<file path="src/rtl/nfc_init_pkg.sv">
package nfc_init_pkg;
	// =========================================================
	// register map (byte addresses)
	localparam logic [7:0] A_CTRL = 8'h00;
	localparam logic [7:0] A_CMD = 8'h04;
	localparam logic [7:0] A_STAT = 8'h08;
	localparam logic [7:0] A_TXCNT = 8'h0C;
	localparam logic [7:0] A_GPT = 8'h10;
	localparam logic [7:0] A_NRT = 8'h14;
	localparam logic [7:0] A_MRT = 8'h18;
	localparam logic [1:0] RESP_OK = 2'h0;
	localparam logic [1:0] RESP_SLVERR = 2'h2;
	// =========================================================
	// reset values
	localparam logic [31:0] CTRL_RST = 32'h0000_0000;
	localparam logic [7:0] TXCNT_RST = 8'h00;
	localparam logic [15:0] GPT_RST = 16'h0010;
	localparam logic [15:0] NRT_RST = 16'h0400;
	localparam logic [15:0] MRT_RST = 16'h0010;
	// =========================================================
	// framing constants
	localparam logic [7:0] START_BYTE = 8'hF0;
	localparam logic [15:0] CRC_PRESET = 16'h6363;
	localparam logic [15:0] CRC_POLY = 16'h8408;
	localparam logic [15:0] CRC_RESIDUE = 16'h0000;
	// bit rate codes: carrier / 128, / 64, / 32
	localparam logic [1:0] RATE_FC128 = 2'h0;
	localparam logic [1:0] RATE_FC64 = 2'h1;
	localparam logic [1:0] RATE_FC32 = 2'h2;
	// =========================================================
	// timing counts in clock cycles
	localparam int unsigned CA_CYC_DEF = 1000;
	localparam int unsigned INIT_GUARD_DEF = 1000;
	localparam int unsigned RESP_GUARD_DEF = 1000;
	// =========================================================
	// types
	typedef struct packed {
		logic [20:0] rsv;
		logic pm_en;
		logic am_en;
		logic response_ca_count_hi;
		logic response_ca_count_lo;
		logic [1:0] rate;
		logic transport_frame_enable;
		logic ext_field_detect_enable;
		logic auto_response_ca_enable;
		logic targ;
		logic act;
	} ctrl_t;
	typedef struct packed {
		logic soft_err;
		logic crc_err;
		logic rx_end;
		logic nre;
		logic eof;
		logic eon;
		logic cac;
		logic cat;
	} evt_t;
	typedef enum logic [2:0] {
		CMD_NONE = 3'h0,
		CMD_INIT_ON = 3'h1,
		CMD_RESP_ON = 3'h2,
		CMD_TX = 3'h3,
		CMD_PRESET = 3'h4
	} cmd_t;
	typedef enum logic [3:0] {
		S_IDLE = 4'h0,
		S_CA = 4'h1,
		S_GUARD = 4'h2,
		S_TX = 4'h3,
		S_HOLD = 4'h4,
		S_WAIT = 4'h5,
		S_MASK = 4'h6,
		S_RX = 4'h7
	} seq_t;
	typedef struct packed {
		logic awvalid;
		logic [31:0] awaddr;
		logic wvalid;
		logic [31:0] wdata;
		logic [3:0] wstrb;
		logic bready;
		logic arvalid;
		logic [31:0] araddr;
		logic rready;
	} axil_req_t;
	typedef struct packed {
		logic awready;
		logic wready;
		logic bvalid;
		logic [1:0] bresp;
		logic arready;
		logic rvalid;
		logic [31:0] rdata;
		logic [1:0] rresp;
	} axil_rsp_t;
	typedef struct packed {
		logic start;
		logic valid;
		logic last;
		logic [7:0] data;
	} rx_in_t;
	typedef struct packed {
		logic valid;
		logic [7:0] data;
	} byte_out_t;

	function automatic logic [15:0] crc_byte(input logic [15:0] c,
		input logic [7:0] d);
		logic [15:0] r;
		r = c ^ {8'h00, d};
		for (int i = 0; i < 8; i++) begin
			r = r[0] ? ((r >> 1) ^ CRC_POLY) : (r >> 1);
		end
		return r;
	endfunction : crc_byte
endpackage : nfc_init_pkg

</file>
<file path="src/rtl/nfc_active_initiator_seq.sv">
// The register addresses and the AXI4-Lite interface to the registers are this design's own decisions.
`timescale 1ns/1ps
// Operation
// - length byte is transmit count plus one
// - after transmit, parse receiver for reply
// - check start byte, store length and data
// - check received CRC bytes internally
// - wrong start byte: store data, flag error
// - field on while sending, off while receiving
// - one bit rate, carrier/128/64/32, both ways
// - preset enables amplitude channel, disables phase
// - preset sets transport frame enable in active mode
// - field-on commands do avoidance, transmit sends
// - auto response starts avoidance on field off
// - active mode sets field detector enable
// - peer threshold sensing, avoidance threshold commands
// - field-on commands and auto response drive transmitter enable
// - field off after general timer post transmit
// - no collision: field on, done after guard
// - no-response timer runs until target field
// - target field: flag, mask timer, then receive
// - field drop: flag, auto response field-on
// - send start, length, data, two CRC bytes
// - collision: flag, field stays off, back to idle
module nfc_active_initiator_seq #(
	parameter int unsigned CA_CYC = nfc_init_pkg::CA_CYC_DEF,
	parameter int unsigned INIT_GUARD_CYC = nfc_init_pkg::INIT_GUARD_DEF,
	parameter int unsigned RESP_GUARD_CYC = nfc_init_pkg::RESP_GUARD_DEF
) (
	// clock and reset
	input wire logic CLK_I,
	input wire logic SRST_I,
	// register bus
	input wire nfc_init_pkg::axil_req_t AXI_REQ_I,
	output nfc_init_pkg::axil_rsp_t AXI_RSP_O,
	// external field detector
	input wire logic FIELD_PEER_I,
	input wire logic FIELD_CA_I,
	output logic FD_EN_O,
	output logic THR_CA_O,
	// rf front end
	output logic TX_EN_O,
	output logic AM_EN_O,
	output logic PM_EN_O,
	output logic [1:0] RATE_O,
	// framed byte streams
	output nfc_init_pkg::byte_out_t TX_O,
	input wire logic TX_READY_I,
	input wire nfc_init_pkg::rx_in_t RX_I,
	// fifo
	input wire logic [7:0] FIFO_RDATA_I,
	output logic FIFO_RE_O,
	output nfc_init_pkg::byte_out_t FIFO_W_O
);
	// =========================================================
	// state
	typedef struct packed {
		logic fp1;
		logic fp2;
		logic fc1;
		logic fc2;
		logic awready;
		logic wready;
		logic bvalid;
		logic arready;
		logic rvalid;
		logic aw_got;
		logic w_got;
		logic [1:0] bresp;
		logic [1:0] rresp;
		logic [31:0] rdata;
		logic [31:0] wdata;
		logic [3:0] wstrb;
		logic [7:0] awaddr;
		nfc_init_pkg::ctrl_t ctrl;
		nfc_init_pkg::evt_t evt;
		logic [7:0] txcnt;
		logic [15:0] gpt;
		logic [15:0] nrt;
		logic [15:0] mrt;
		nfc_init_pkg::seq_t state;
		logic tx_en;
		logic thr_ca;
		logic resp;
		logic [31:0] cnt;
		logic [8:0] pos;
		logic [15:0] crc;
		nfc_init_pkg::byte_out_t tx;
		logic fifo_re;
		logic [8:0] rx_n;
		logic [7:0] h0;
		logic [7:0] h1;
		nfc_init_pkg::byte_out_t fw;
	} st_t;

	st_t s_r;
	st_t s_nxt;

	// =========================================================
	// next state
	always_comb begin
		st_t n;
		nfc_init_pkg::evt_t ev;
		nfc_init_pkg::evt_t clr;
		nfc_init_pkg::cmd_t cmd;
		logic [31:0] wm;
		logic [31:0] rd;
		logic rd_ok;
		logic wr_ok;
		logic [8:0] nb;
		n = s_r;
		ev = '0;
		clr = '0;
		cmd = nfc_init_pkg::CMD_NONE;
		wm = '0;
		rd = '0;
		rd_ok = 1'b1;
		wr_ok = 1'b1;
		nb = {1'b0, s_r.txcnt};
		// two-flop synchronisers for the detector comparators
		n.fp1 = FIELD_PEER_I;
		n.fp2 = s_r.fp1;
		n.fc1 = FIELD_CA_I;
		n.fc2 = s_r.fc1;
		n.fw.valid = 1'b0;
		n.fifo_re = 1'b0;

		// write channels, taken in either order
		if (AXI_REQ_I.awvalid && s_r.awready) begin
			n.awready = 1'b0;
			n.aw_got = 1'b1;
			n.awaddr = AXI_REQ_I.awaddr[7:0];
		end
		if (AXI_REQ_I.wvalid && s_r.wready) begin
			n.wready = 1'b0;
			n.w_got = 1'b1;
			n.wdata = AXI_REQ_I.wdata;
			n.wstrb = AXI_REQ_I.wstrb;
		end
		for (int i = 0; i < 4; i++) begin
			wm[8*i +: 8] = {8{s_r.wstrb[i]}};
		end
		if (s_r.aw_got && s_r.w_got && !s_r.bvalid) begin
			n.bvalid = 1'b1;
			case (s_r.awaddr)
				nfc_init_pkg::A_CTRL: begin
					n.ctrl = nfc_init_pkg::ctrl_t'((s_r.ctrl & ~wm)
						| (s_r.wdata & wm));
					n.ctrl.rsv = '0;
					if (n.ctrl.act && !s_r.ctrl.act) begin
						n.ctrl.ext_field_detect_enable = 1'b1;
					end
				end
				nfc_init_pkg::A_CMD: begin
					if (s_r.wstrb[0]) begin
						cmd = nfc_init_pkg::cmd_t'(s_r.wdata[2:0]);
					end
				end
				nfc_init_pkg::A_STAT: begin
					clr = nfc_init_pkg::evt_t'(s_r.wdata[7:0] & wm[7:0]);
				end
				nfc_init_pkg::A_TXCNT: begin
					if (s_r.wstrb[0]) begin
						n.txcnt = s_r.wdata[7:0];
					end
				end
				nfc_init_pkg::A_GPT: begin
					n.gpt = (s_r.gpt & ~wm[15:0]) | (s_r.wdata[15:0] & wm[15:0]);
				end
				nfc_init_pkg::A_NRT: begin
					n.nrt = (s_r.nrt & ~wm[15:0]) | (s_r.wdata[15:0] & wm[15:0]);
				end
				nfc_init_pkg::A_MRT: begin
					n.mrt = (s_r.mrt & ~wm[15:0]) | (s_r.wdata[15:0] & wm[15:0]);
				end
				default: begin
					wr_ok = 1'b0;
				end
			endcase
			n.bresp = wr_ok ? nfc_init_pkg::RESP_OK : nfc_init_pkg::RESP_SLVERR;
		end
		if (s_r.bvalid && AXI_REQ_I.bready) begin
			n.bvalid = 1'b0;
			n.aw_got = 1'b0;
			n.w_got = 1'b0;
			n.awready = 1'b1;
			n.wready = 1'b1;
		end

		// read channel
		case (AXI_REQ_I.araddr[7:0])
			nfc_init_pkg::A_CTRL: rd = s_r.ctrl;
			nfc_init_pkg::A_CMD: rd = '0;
			nfc_init_pkg::A_STAT: rd = {19'h00000, s_r.tx_en, s_r.state, s_r.evt};
			nfc_init_pkg::A_TXCNT: rd = {24'h000000, s_r.txcnt};
			nfc_init_pkg::A_GPT: rd = {16'h0000, s_r.gpt};
			nfc_init_pkg::A_NRT: rd = {16'h0000, s_r.nrt};
			nfc_init_pkg::A_MRT: rd = {16'h0000, s_r.mrt};
			default: rd_ok = 1'b0;
		endcase
		if (AXI_REQ_I.arvalid && s_r.arready) begin
			n.arready = 1'b0;
			n.rvalid = 1'b1;
			n.rdata = rd;
			n.rresp = rd_ok ? nfc_init_pkg::RESP_OK : nfc_init_pkg::RESP_SLVERR;
		end
		if (s_r.rvalid && AXI_REQ_I.rready) begin
			n.rvalid = 1'b0;
			n.arready = 1'b1;
		end

		// =========================================================
		// direct commands
		if (cmd == nfc_init_pkg::CMD_PRESET) begin
			n.ctrl.am_en = 1'b1;
			n.ctrl.pm_en = 1'b0;
			if (n.ctrl.act) begin
				n.ctrl.transport_frame_enable = 1'b1;
			end
		end
		// commands other than preset act only in active initiator mode, sequencer idle
		if (s_r.ctrl.act && !s_r.ctrl.targ
			&& s_r.state == nfc_init_pkg::S_IDLE) begin
			case (cmd)
				nfc_init_pkg::CMD_INIT_ON, nfc_init_pkg::CMD_RESP_ON: begin
					if (!s_r.tx_en) begin
						n.state = nfc_init_pkg::S_CA;
						n.resp = (cmd == nfc_init_pkg::CMD_RESP_ON);
						n.thr_ca = 1'b1;
						n.cnt = CA_CYC;
					end
				end
				nfc_init_pkg::CMD_TX: begin
					if (s_r.tx_en) begin
						n.state = nfc_init_pkg::S_TX;
						n.pos = '0;
						n.crc = nfc_init_pkg::CRC_PRESET;
					end
				end
				default: begin
				end
			endcase
		end

		// =========================================================
		// sequencer
		case (s_r.state)
			nfc_init_pkg::S_CA: begin
				if (s_r.fc2) begin
					ev.cac = 1'b1;
					n.thr_ca = 1'b0;
					n.state = nfc_init_pkg::S_IDLE;
				end else if (s_r.cnt == 32'h0) begin
					// single avoidance window: repeat count is zero
					n.tx_en = 1'b1;
					n.thr_ca = 1'b0;
					n.state = nfc_init_pkg::S_GUARD;
					n.cnt = s_r.resp ? RESP_GUARD_CYC : INIT_GUARD_CYC;
				end else begin
					n.cnt = s_r.cnt - 32'h1;
				end
			end
			nfc_init_pkg::S_GUARD: begin
				if (s_r.cnt == 32'h0) begin
					ev.cat = 1'b1;
					n.state = nfc_init_pkg::S_IDLE;
				end else begin
					n.cnt = s_r.cnt - 32'h1;
				end
			end
			nfc_init_pkg::S_TX: begin
				// a byte taken while the fifo head refreshes is not resent
				if (s_r.tx.valid && TX_READY_I) begin
					n.tx.valid = 1'b0;
				end
				// a popped fifo head needs one cycle to refresh
				if ((!s_r.tx.valid || TX_READY_I) && !s_r.fifo_re) begin
					if (s_r.pos <= nb + 9'h003) begin
						n.tx.valid = 1'b1;
						n.pos = s_r.pos + 9'h001;
						if (s_r.pos == 9'h000) begin
							n.tx.data = nfc_init_pkg::START_BYTE;
						end else if (s_r.pos == 9'h001) begin
							n.tx.data = s_r.txcnt + 8'h01;
						end else if (s_r.pos < nb + 9'h002) begin
							n.tx.data = FIFO_RDATA_I;
							n.fifo_re = 1'b1;
						end else if (s_r.pos == nb + 9'h002) begin
							n.tx.data = s_r.crc[7:0];
						end else begin
							n.tx.data = s_r.crc[15:8];
						end
						if (s_r.pos < nb + 9'h002) begin
							n.crc = nfc_init_pkg::crc_byte(s_r.crc, n.tx.data);
						end
					end else begin
						n.tx.valid = 1'b0;
						n.state = nfc_init_pkg::S_HOLD;
						n.cnt = {16'h0000, s_r.gpt};
					end
				end
			end
			nfc_init_pkg::S_HOLD: begin
				if (s_r.cnt == 32'h0) begin
					n.tx_en = 1'b0;
					n.state = nfc_init_pkg::S_WAIT;
					n.cnt = {16'h0000, s_r.nrt};
				end else begin
					n.cnt = s_r.cnt - 32'h1;
				end
			end
			nfc_init_pkg::S_WAIT: begin
				if (s_r.fp2) begin
					ev.eon = 1'b1;
					n.state = nfc_init_pkg::S_MASK;
					n.cnt = {16'h0000, s_r.mrt};
				end else if (s_r.cnt == 32'h0) begin
					ev.nre = 1'b1;
					n.state = nfc_init_pkg::S_IDLE;
				end else begin
					n.cnt = s_r.cnt - 32'h1;
				end
			end
			nfc_init_pkg::S_MASK: begin
				if (s_r.cnt == 32'h0) begin
					n.state = nfc_init_pkg::S_RX;
					n.rx_n = '0;
					n.crc = nfc_init_pkg::CRC_PRESET;
				end else begin
					n.cnt = s_r.cnt - 32'h1;
				end
			end
			nfc_init_pkg::S_RX: begin
				if (RX_I.start) begin
					n.rx_n = '0;
					n.crc = nfc_init_pkg::CRC_PRESET;
				end else if (RX_I.valid) begin
					n.crc = nfc_init_pkg::crc_byte(s_r.crc, RX_I.data);
					if (s_r.rx_n != 9'h1FF) begin
						n.rx_n = s_r.rx_n + 9'h001;
					end
					if (s_r.rx_n == 9'h000) begin
						if (RX_I.data != nfc_init_pkg::START_BYTE) begin
							ev.soft_err = 1'b1;
						end
					end else begin
						// two-byte delay keeps the CRC bytes out of the fifo
						n.h0 = RX_I.data;
						n.h1 = s_r.h0;
						if (s_r.rx_n >= 9'h003) begin
							n.fw.valid = 1'b1;
							n.fw.data = s_r.h1;
						end
					end
					if (RX_I.last) begin
						ev.rx_end = 1'b1;
						if (n.crc != nfc_init_pkg::CRC_RESIDUE) begin
							ev.crc_err = 1'b1;
						end
					end
				end
			end
			nfc_init_pkg::S_IDLE: begin
			end
			default: begin
				n.state = nfc_init_pkg::S_IDLE;
			end
		endcase

		// target field dropped while listening
		if ((s_r.state == nfc_init_pkg::S_MASK || s_r.state == nfc_init_pkg::S_RX)
			&& !s_r.fp2) begin
			ev.eof = 1'b1;
			if (s_r.ctrl.auto_response_ca_enable) begin
				n.state = nfc_init_pkg::S_CA;
				n.resp = 1'b1;
				n.thr_ca = 1'b1;
				n.cnt = CA_CYC;
			end else begin
				n.state = nfc_init_pkg::S_IDLE;
			end
		end

		// a new event wins over a clear in the same cycle
		n.evt = (s_r.evt & ~clr) | ev;
		s_nxt = n;
	end

	// =========================================================
	// registers
	always_ff @(posedge CLK_I) begin
		if (SRST_I) begin
			s_r <= '0;
			s_r.awready <= 1'b1;
			s_r.wready <= 1'b1;
			s_r.arready <= 1'b1;
			s_r.ctrl <= nfc_init_pkg::CTRL_RST;
			s_r.txcnt <= nfc_init_pkg::TXCNT_RST;
			s_r.gpt <= nfc_init_pkg::GPT_RST;
			s_r.nrt <= nfc_init_pkg::NRT_RST;
			s_r.mrt <= nfc_init_pkg::MRT_RST;
			s_r.state <= nfc_init_pkg::S_IDLE;
			s_r.crc <= nfc_init_pkg::CRC_PRESET;
		end else begin
			s_r <= s_nxt;
		end
	end

	// =========================================================
	// outputs
	assign AXI_RSP_O = '{awready: s_r.awready, wready: s_r.wready,
		bvalid: s_r.bvalid, bresp: s_r.bresp, arready: s_r.arready,
		rvalid: s_r.rvalid, rdata: s_r.rdata, rresp: s_r.rresp};
	assign FD_EN_O = s_r.ctrl.ext_field_detect_enable;
	assign THR_CA_O = s_r.thr_ca;
	assign TX_EN_O = s_r.tx_en;
	assign AM_EN_O = s_r.ctrl.am_en;
	assign PM_EN_O = s_r.ctrl.pm_en;
	assign RATE_O = s_r.ctrl.rate;
	assign TX_O = s_r.tx;
	assign FIFO_RE_O = s_r.fifo_re;
	assign FIFO_W_O = s_r.fw;
endmodule : nfc_active_initiator_seq

</file>
<file path="config.mk">
export PLATFORM = sky130hd
export DESIGN_NAME = nfc_active_initiator_seq
export DESIGN_NICKNAME = d
export VERILOG_FILES = /design/src/rtl/nfc_init_pkg.sv /design/src/rtl/nfc_active_initiator_seq.sv
export SDC_FILE = /design/constraint.sdc
export NUM_CORES = 1
export LEC_CHECK = 0
export BUFFER_PORTS_ARGS = -buffer_cell sky130_fd_sc_hd__buf_2
export CAP_MARGIN = 0
export CORE_UTILIZATION = 60
export DETAILED_ROUTE_END_ITERATION = 8
export PLACE_DENSITY_LB_ADDON = 0.08
export SLEW_MARGIN = 20
export SYNTH_ARGS = -nofsm -noshare
export SYNTH_HDL_FRONTEND = slang
export SYNTH_SLANG_ARGS = --single-unit
</file>
<file path="constraint.sdc">
create_clock -name CLK_I -period 7.1 [get_ports CLK_I]
set_input_delay 0.71 -clock CLK_I [delete_from_list [all_inputs] [get_ports CLK_I]]
set_output_delay 0.71 -clock CLK_I [all_outputs]
set_load 0.01 [all_outputs]
</file>
======== Yosys cells after proc, flatten, opt, wreduce, memory -nomap -nowiden ========
Cells that the tools add are included.
storage, ports and cells
  register bits after elaboration ......... 256
  bits in latches ......................... 0
  memory bits (writable) .................. 0
  bits in read-only memories .............. 0
  input port bits ......................... 129
  output and inout bits ................... 67
  word-level logic and storage cells ...... 302
  memories kept ........................... 0
operators by class
  add/sub/neg operators ................... 6
  multipliers ............................. 0
  div/mod/pow operators ................... 0
  magnitude comparators ................... 3
  eq/ne operators ......................... 33
  shift-type cells ........................ 0
  mux-type cells .......................... 110
  bitwise logic cells ..................... 41
  reductions and logical operators ........ 55
operators with widths
  cell                   count
  $mux 16                20
  $mux 32                6
  $mux 34                5
  $pmux 32 s5            1
  $mux 25                4
  $pmux 16 s6            1
  $mux 8                 9
  $mux 67                1
  $and 16x16->16         4
  $mux 59                1
  $mux 9                 6
  $eq 8x5->1 const B     6
  $not 2->3              16
  $or 16x16->16          3
  $pmux 16 s3            1
  $mux 4                 10
  $eq 8x4->1 const B     4
  $logic_not 32->1       1
  $sub 32x1->32 const B  1
  $xor 16x8->16          2
  $mux 1                 28
  $pmux 4 s7             1
  $and 11x11->11         2
  $mux 10                2
  49 further kinds       113

======== Depth between registers and ports, before layout ========
Gate-level depths: netlist (run 1).
  word-level depth ........................ 32
  depth in mapped cells ................... 16
  depth with buffers taken out ............ 14

======== Worst setup path before layout (run 1) ========
Ideal clock, no wire load.
  path kind ............................... register -> register
  start ................................... register s_r[159] (netlist bit)
  end ..................................... register s_r[48] (netlist bit)
  library setup time ...................... 0.128 ns
  arrival time ............................ 3.704 ns
  data required time ...................... 6.972 ns
  slack ................................... 3.268 ns
  cell stages (with the launch flop) ...... 16
  buffers on the path ..................... 2
  clock period less this slack ............ 3.832 ns
  cells stage by stage .................... dfxtp_1 clkbuf_1 and3_1 and2_1 nand2_1 xor2_1 ha_1 nand3_1 or4_1 buf_2 mux2_2 nand4_1 nor3b_2 mux2_2 a22oi_1 nor2_1
between the ends
  word-level cells in the longest chain between the ends .. 22
  elaborated cells between the ends (all ways) .. 25
  classes of those cells .................. add/sub: 2; order compare: 2; eq/ne: 1; mux: 19; bitwise: 1
RTL lines
  what                                                                  line                             RTL
  start: declaration                                                    nfc_active_initiator_seq.sv:96   st_t s_r;
  start signal: assignment                                              nfc_active_initiator_seq.sv:405  s_r <= s_nxt;
  parallel branches: the longest is 19 deep, another holds $add 8x2->9  --
  $mux 25 *                                                             nfc_active_initiator_seq.sv:278  if (s_r.pos <= nb + 9'h003) begin
  $mux 67 *                                                             nfc_active_initiator_seq.sv:277  if ((!s_r.tx.valid || TX_READY_I) && !s_r.fifo_re) begin
  $pmux 16 s3 *                                                         nfc_active_initiator_seq.sv:247  case (s_r.state)
Mark *: on every way between the ends. The select of a mux whose other input is x is not followed.
A chain may end at the register's enable or synchronous reset.

======== Worst setup path after layout (run 1) ========
  start ................................... register s_r[158] (netlist bit)
  end ..................................... register s_r[48] (netlist bit)
Same word-level chain as after synthesis.

==> metrics.md, run 1 <==
| Metric | Value |
|---|---|
| Most common cell after layout, fill and taps aside | dfxtp_1 |
| I/O Buffers | approximately 110 |
| Residual DRC count | 16 |
| GP Congestion | 0.937 |
| Starting Density | around 61% |
| Final cell count without fillers | 2000 |
| Vias/cell | ~6.4 |
| Clk root buf | clkbuf_16 |
| Final Hold Viols | 0 |
| Minimum clock period | 4.63 ns |
| Share of flip-flops with an asynchronous set or reset | 0% |
| Largest family of logic cells by synthesized area | simple AND/OR/NAND/NOR gates |
| Pwr/cell area | roughly 200 nW/um^2 |
| Hold_ws | around 0.37 ns |
| Worst Hold Launch | AXI_REQ_I[71] |
| Die Ht | about 150 um |
| Total CTS buffers | 26 |
| Final setup fails | 0 |
| Crit path launch | s_r[158] |
| Clk_lat worst skew | ~0.56 ns |
| CTS H-Tree Depth | 1 |
| Post-Synth Simple-Gate Area | a little under a quarter |
| Rows | 54 |
| Arrival @ worst endpoint | 5.03 ns |
| Post-Syn Instances | approximately 1700 |
| Vias in the first global route | about 11000 |
| Final Max Slew Viols | 0 |
| Worst path slowest cell | dfxtp_1 |
| Dpl ws | approximately 2.5 ns |
| DR WL met3 | about 3400 um |
| WL/cell | between 15 and 20 um |
| Setup bufs post-CTS | 0 |
| Unrepaired setup endpoints after global routing | false |
| Routed WL | roughly 39000 um |
| GRT overflow | 0 |
| Final worst-path cycle share | approximately 65% |
| Total Routing Usage GR | between 30% and 40% |
| YS warnings | 0 |
| Clk sinks | 237 |
| Fin area | roughly 15000 um^2 |
| Status | complete, but fails checks |
| Die area | roughly 23000 um^2 |
| M1 WL | between 15000 and 20000 um |
| CTS resizes | 0 |
| First drt pass iteration count | 7 |
| Crit path largest cell delay | roughly 0.67 ns |
| Die Width | roughly 150 um |
| IO Count | between 150 and 200 |
| Mapped cell area | around 13000 um^2 |
| Setup Skew | about 0.019 ns |
| Top Layer Used | met4 |
| Antenna-violating nets left | 0 |
| Final-stage net count | 1859 |
| WL met2 | around 17000 um |
| Final setup TNS | 0 ns |
| Cells after DPL | 1953 |
| Worst-Margin Slew | between 1 and 1.5 ns |
| Crit-path leading delay family | simple AND/OR/NAND/NOR gates |
| Synth Area in XOR/XNOR | under 10% |
| Initial antenna violation count | 0 |
| Post-synth top flop | dfxtp_1 |
| Max_cap viols | 0 |
| Crit start category | flip-flop |
| Core area | about 22000 um^2 |
| Critical path endpoint category | flip-flop |
| Post-synthesis mux area share | 7.72% |
| Largest net degree at the start of global routing | between 100 and 150 |
| Static Leak | 5.92 nW |
| Number of synthesized flops with an enable pin | 0 |
| Seq cells post-synth | 237 |
| Seq/Total Area, Yosys | about a third |
| Layout cells sized above 1 | 12.0% |
| Area Growth Syn to Fin | 8.34% |
| Clock Pin Slew Worst Setup and Hold Paths | roughly 0.060 ns |
| Headroom to the max-slew limit | about a quarter |
| Bufs on Longest Clock Path | 3 |
| First-pass GRT wire length | slightly above 60000 um |
| Most frequent cells in the layout | dfxtp_1, nor2_1, nand2_1 |
| DP HPWL | approximately 27000 um |
| Worst path required time | about 7.5 ns |
| Compound-gate portion of the synthesized area | 19.6% |
| Worst-path cell chain | ha_1 > nand2_1 > xor2_1 > ha_1 > nand3_1 > a211o_1 > nand3_1 > o2111ai_1 > nor3b_2 > mux2_2 > a22oi_1 > nor2_1 |
| VDD IR max | between 0.2 and 0.25 mV |
| CTS Hold Bufs | 0 |
| CP max FO | 25 |
| Fmax | ~0.22 GHz |
| Final worst slack | between 2 and 2.5 ns |
| Critical path class | flip-flop to flip-flop |
| Reg-to-reg critical path startpoint | s_r[158] |
| Failing checks | DRC |
| Syn Area/Cell | around 8.0 um^2 |
| DP Area | about 14000 um^2 |
| Count of different cell masters after synthesis | 82 |
| CP Buf/Inv Count | 0 |
| 1st-iter DRT viols | approximately 1200 |
| Vias post-DR | roughly 13000 |
| Synth Area in Adders | under 10% |
| Worst hold path class | input pin to flip-flop |
| CTS tree | built |
## layout make-up
class	count	area [um^2]
Antenna cell	1	2.50
Multi-Input combinational cell	1290	7900
Fill cell	1943	7340
Inverter	21	78.8
Clock inverter	11	121
Sequential cell	237	4740
Clock buffer	35	754
Tap cell	280	350
Timing Repair Buffer	125	667
## cells in the mapped netlist (all sizes together) (4+ instances only)
cell type | count | area (um^2)
a211o | 5 | 43.8
a211oi | 17 | 133
a21o | 9 | 67.6
a21oi | 141 | 706
a221o | 12 | 120
a222oi | 5 | 50.1
a22oi | 39 | 293
a311oi | 14 | 123
a31oi | 18 | 113
and2 | 15 | 93.8
and3 | 14 | 87.6
buf | 70 | 502
clkbuf | 91 | 343
dfxtp | 237 | 4740
ha | 29 | 363
inv | 21 | 78.8
mux2 | 8 | 90.1
mux2i | 95 | 951
nand2 | 187 | 704
nand2b | 6 | 37.5
nand3 | 53 | 265
nand3b | 11 | 82.6
nand4 | 25 | 156
nand4b | 6 | 67.6
nor2 | 214 | 806
nor2b | 19 | 119
nor3 | 45 | 235
nor3b | 5 | 53.8
nor4 | 25 | 184
o2111ai | 4 | 35.0
o211a | 4 | 40.0
o211ai | 10 | 75.1
o21a | 5 | 37.5
o21ai | 73 | 365
o221ai | 5 | 43.8
o22ai | 4 | 25.0
o31ai | 14 | 105
or2 | 11 | 68.8
or3 | 16 | 100
or4 | 8 | 60.1
xnor2 | 32 | 280
xor2 | 31 | 272
## routing by layer
| metal | track usage, % | vias to the layer above |
|---|---|---|
| met3 | 4.73 | 69 |
| met4 | 9.33 | 0 |
| met2 | 49.0 | 577 |
| met1 | 48.3 | 6022 |
| met5 | 0 | - |
| li1 | - | 6038 |
## where the power goes
group | total (mW) | internal (mW) | switching (mW)
combinational | 0.139 | 0.0485 | 0.0904
clock | 1.37 | 0.787 | 0.578
sequential | 1.37 | 1.35 | 0.0251
## per-stage QoR
stage / power, mW / util (%)
3_5_place_dp: 1.54 / 62.5
4_1_cts: 2.89 / 66.5
2_1_floorplan: 1.50 / -
3_3_place_gp: 1.54 / 62.5
5_1_grt: 2.96 / 66.5
6_report: 2.88 / 66.6
## final timing paths
kind                            slack (ns)  cells past startpoint       endpoint
worst max-delay path                  2.47                     12        s_r[48]
worst min-delay path                  0.37                      2  AXI_RSP_O[39]
worst max register to register        2.47                     12        s_r[48]
worst min register to register        0.45                      1       s_r[293]
## worst reg2reg max path: cells and delay by family (launching register included)
kind,cells,cell delay (ns)
and+or+nand+nor,5,1.69
xor gates and xnor gates,1,0.16
DFF,1,0.67
AOI/OAI and AO/OA,3,0.80
adders and majority gates,2,0.75
muxes,1,0.41
## kinds of logic (layout without fill, tap and decap cells)
kind of cell | after synthesis | count (layout)
compound gates | 407 | 407
xor+xnor | 64 | 64
fa+ha+maj | 29 | 29
buf+inv | 182 | 192
flops | 237 | 237
mux | 103 | 103
other cells | 1 | 20
simple gates | 668 | 668
Power figures use the tool's default switching activity.
==> run 2, diff against run 1 <==
CORE_UTILIZATION = 53   (was 60)
clock period = 4.21 ns   (was 7.1 ns; I/O delays follow)
==> metrics.md, run 2 (synthesis gave the netlist of run 1 again) <==
| Metric | Value |
|---|---|
| CTS H-Tree Depth | 1 (unchanged) |
| Crit-path leading delay family | simple AND/OR/NAND/NOR gates (unchanged) |
| DP Area | 14000 um^2 (was 13700 um^2) |
| Most frequent cells in the layout | dfxtp_1, nor2_1, nand2_1 (unchanged) |
| Layout cells sized above 1 | 13.2% (was 12.0%) |
| Crit start category | flip-flop (unchanged) |
| Vias/cell | 6.11 (was 6.35) |
| Status | completed (was complete, but fails checks) |
| Rows | 58 (was 54) |
| Routed WL | 40400 um (was 38500 um) |
| Clk root buf | clkbuf_16 (unchanged) |
| Fillers | 2364 (was 1943) |
| Most common cell after layout, fill and taps aside | dfxtp_1 (unchanged) |
| Bufs on Longest Clock Path | 3 (unchanged) |
| GP Congestion | 0.924 (was 0.937) |
| WL/cell | 19.4 um (was 19.3 um) |
| Vias post-DR | 12710 (was 12706) |
| Clock Power Share | 47.7% (was 47.5%) |
| DP HPWL | 28300 um (was 27000 um) |
| Arrival @ worst endpoint | 4.27 ns (was 5.03 ns) |
| Setup bufs post-CTS | 0 (unchanged) |
| Die Ht | 162 um (was 152 um) |
| Final setup fails | 0 (unchanged) |
| Headroom to the max-slew limit | 27.6% (was 26.1%) |
| Vias in the first global route | 11551 (was 11413) |
| Cell internal pwr | 3.70 mW (was 2.18 mW) |
| CTS tree | built (unchanged) |
| CP max FO | 7 (was 25) |
| Cells after DPL | 2031 (was 1953) |
| Final worst-path cycle share | 91.6% (was 65.2%) |
| Unrepaired setup endpoints after global routing | false (unchanged) |
| Core area | 25100 um^2 (was 22000 um^2) |
| Total Routing Usage GR | 30.6% (was 32.6%) |
| Setup Skew | 0.0102 ns (was 0.0194 ns) |
| Worst path slowest cell | or4_1 (was dfxtp_1) |
| Starting Density | 53.7% (was 61.4%) |
| GRT overflow | 0 (unchanged) |
| Antenna-violating nets left | 0 (unchanged) |
| Clk_lat worst skew | 0.56 ns (about the same) |
| N_diodes | 0 (was 1) |
| Fmax | 0.259 GHz (was 0.216 GHz) |
| Worst-Margin Slew | 1.08 ns (was 1.11 ns) |
| Area Growth Syn to Fin | 10.2% (was 8.34%) |
| Residual DRC count | 0 (was 16) |
| Worst-path cell chain | and3_1 > and2_1 > nand2_1 > xor2_1 > ha_1 > nand3_1 > or4_1 > mux2_2 > nor4_1 > nor3b_2 > buf_4 > a221o_1 > a22oi_1 > nor2_1 (was ha_1 > nand2_1 > xor2_1 > ha_1 > nand3_1 > a211o_1 > nand3_1 > o2111ai_1 > nor3b_2 > mux2_2 > a22oi_1 > nor2_1) |
| Die area | 26100 um^2 (was 23100 um^2) |
| Final-stage net count | 1888 (was 1859) |
| Static Leak | 6.07 nW (was 5.92 nW) |
| Pwr/cell area | 328 nW/um^2 (was 197 nW/um^2) |
| Final Hold Viols | 0 (unchanged) |
| Final Util | 59.2% (was 66.6%) |
| Worst hold path class | input pin to flip-flop (unchanged) |
| 1st-iter DRT viols | 1298 (was 1165) |
| Initial antenna violation count | 0 (unchanged) |
| Die Width | 162 um (was 152 um) |
| I/O Buffers | 111 (unchanged) |
| Critical path endpoint category | flip-flop (unchanged) |
| Flop pwr share | 47.4% (was 47.7%) |
| VDD IR max | 0.336 mV (was 0.245 mV) |
| Final setup TNS | 0 ns (unchanged) |
| Worst path required time | 4.62 ns (was 7.50 ns) |
| Fin area | 14900 um^2 (was 14600 um^2) |
| Final cell count without fillers | 2079 (was 2000) |
| Minimum clock period | 3.86 ns (was 4.63 ns) |
| Largest net degree at the start of global routing | 124 (was 113) |
| Critical path class | flip-flop to flip-flop (unchanged) |
| Comb pwr share | 4.9% (was 4.8%) |
| Final Max Slew Viols | 0 (unchanged) |
| CP Buf/Inv Count | 1 (was 0) |
| Sw frac | 24.2% (was 24.1%) |
| Crit path largest cell delay | 0.76 ns (was 0.67 ns) |
| Total power draw | 4.89 mW (was 2.88 mW) |
| Max_cap viols | 0 (unchanged) |
| Total CTS buffers | 27 (was 26) |
| Clock Pin Slew Worst Setup and Hold Paths | 0.06 ns (about the same) |
| First drt pass iteration count | 5 (was 7) |
| Net switching power | 1.18 mW (was 0.693 mW) |
| Clk sinks | 237 (unchanged) |
| First-pass GRT wire length | 63900 um (was 61600 um) |
| IO Count | 196 (unchanged) |
## run 2: changes by cell type in the layout (fill, tap and decap cells not counted), sizes merged
cell / change
diode: -1
clkbuf: +5
clkinvlp: -4
clkinv: +1
buf: +28
## run 2: worst paths after layout
kind	slack, ns	startpoint	cells past startpoint	end
hold / removal	0.06	AXI_REQ_I[71]	2	AXI_RSP_O[39]
setup / recovery	0.35	s_r[161]	14	s_r[48]
setup reg to reg	0.35	s_r[161]	14	s_r[48]
hold reg to reg	0.46	TX_O[3]	2	TX_O[3]
## run 2: area by class of cell
class	count	area, um^2	share of cell area, %
multi-input cells	1290	7900	53.1
flip-flops and latches	237	4740	31.9
repair buffers	153	877	5.90
clock buffers	40	785	5.27
well taps	330	413	2.78
clock inverters	8	80.1	0.538
inverters	21	78.8	0.530
## run 2: worst register-to-register path, cell delays in order (launching register included)
cell,delay (ns)
dfxtp_1,0.33
and3_1,0.21
and2_1,0.20
nand2_1,0.08
xor2_1,0.16
ha_1,0.31
nand3_1,0.18
or4_1,0.76
mux2_2,0.37
nor4_1,0.27
nor3b_2,0.16
buf_4,0.17
a221o_1,0.31
a22oi_1,0.16
nor2_1,0.05
## run 2: what timing repair did
| item | in CTS | in global routing |
|---|---|---|
| gates resized for setup | 0 | 1 |
| setup endpoints to repair | 0 | 1 |
| hold endpoints to repair | 0 | 0 |
| hold buffers | 0 | 0 |
## run 2: per-layer routing
metal | vias up | global-route usage (%) | wire length, um
met5 | - | 0 | 0
met4 | 0 | 8.88 | 938
met3 | 78 | 4.98 | 3530
met2 | 549 | 44.7 | 16900
met1 | 5983 | 45.7 | 19000
li1 | 6100 | - | -
## run 2: power by group through the flow
stage | combinational (mW) | sequential, mW | clock (mW)
floorplan | 0.188 | 2.34 | 0
global placement | 0.232 | 2.36 | 0
detailed placement | 0.234 | 2.36 | 0
CTS | 0.236 | 2.31 | 2.36
global route | 0.262 | 2.32 | 2.45
finish | 0.238 | 2.32 | 2.33
## run 2: metrics by stage
stage	hold WS, ns	setup slack [ns]
floorplan	0.414	0.378
global placement	0.442	0.390
detailed placement	0.444	0.306
CTS	0.0519	0.277
global route	0.0983	0.00472
finish	0.0644	0.355
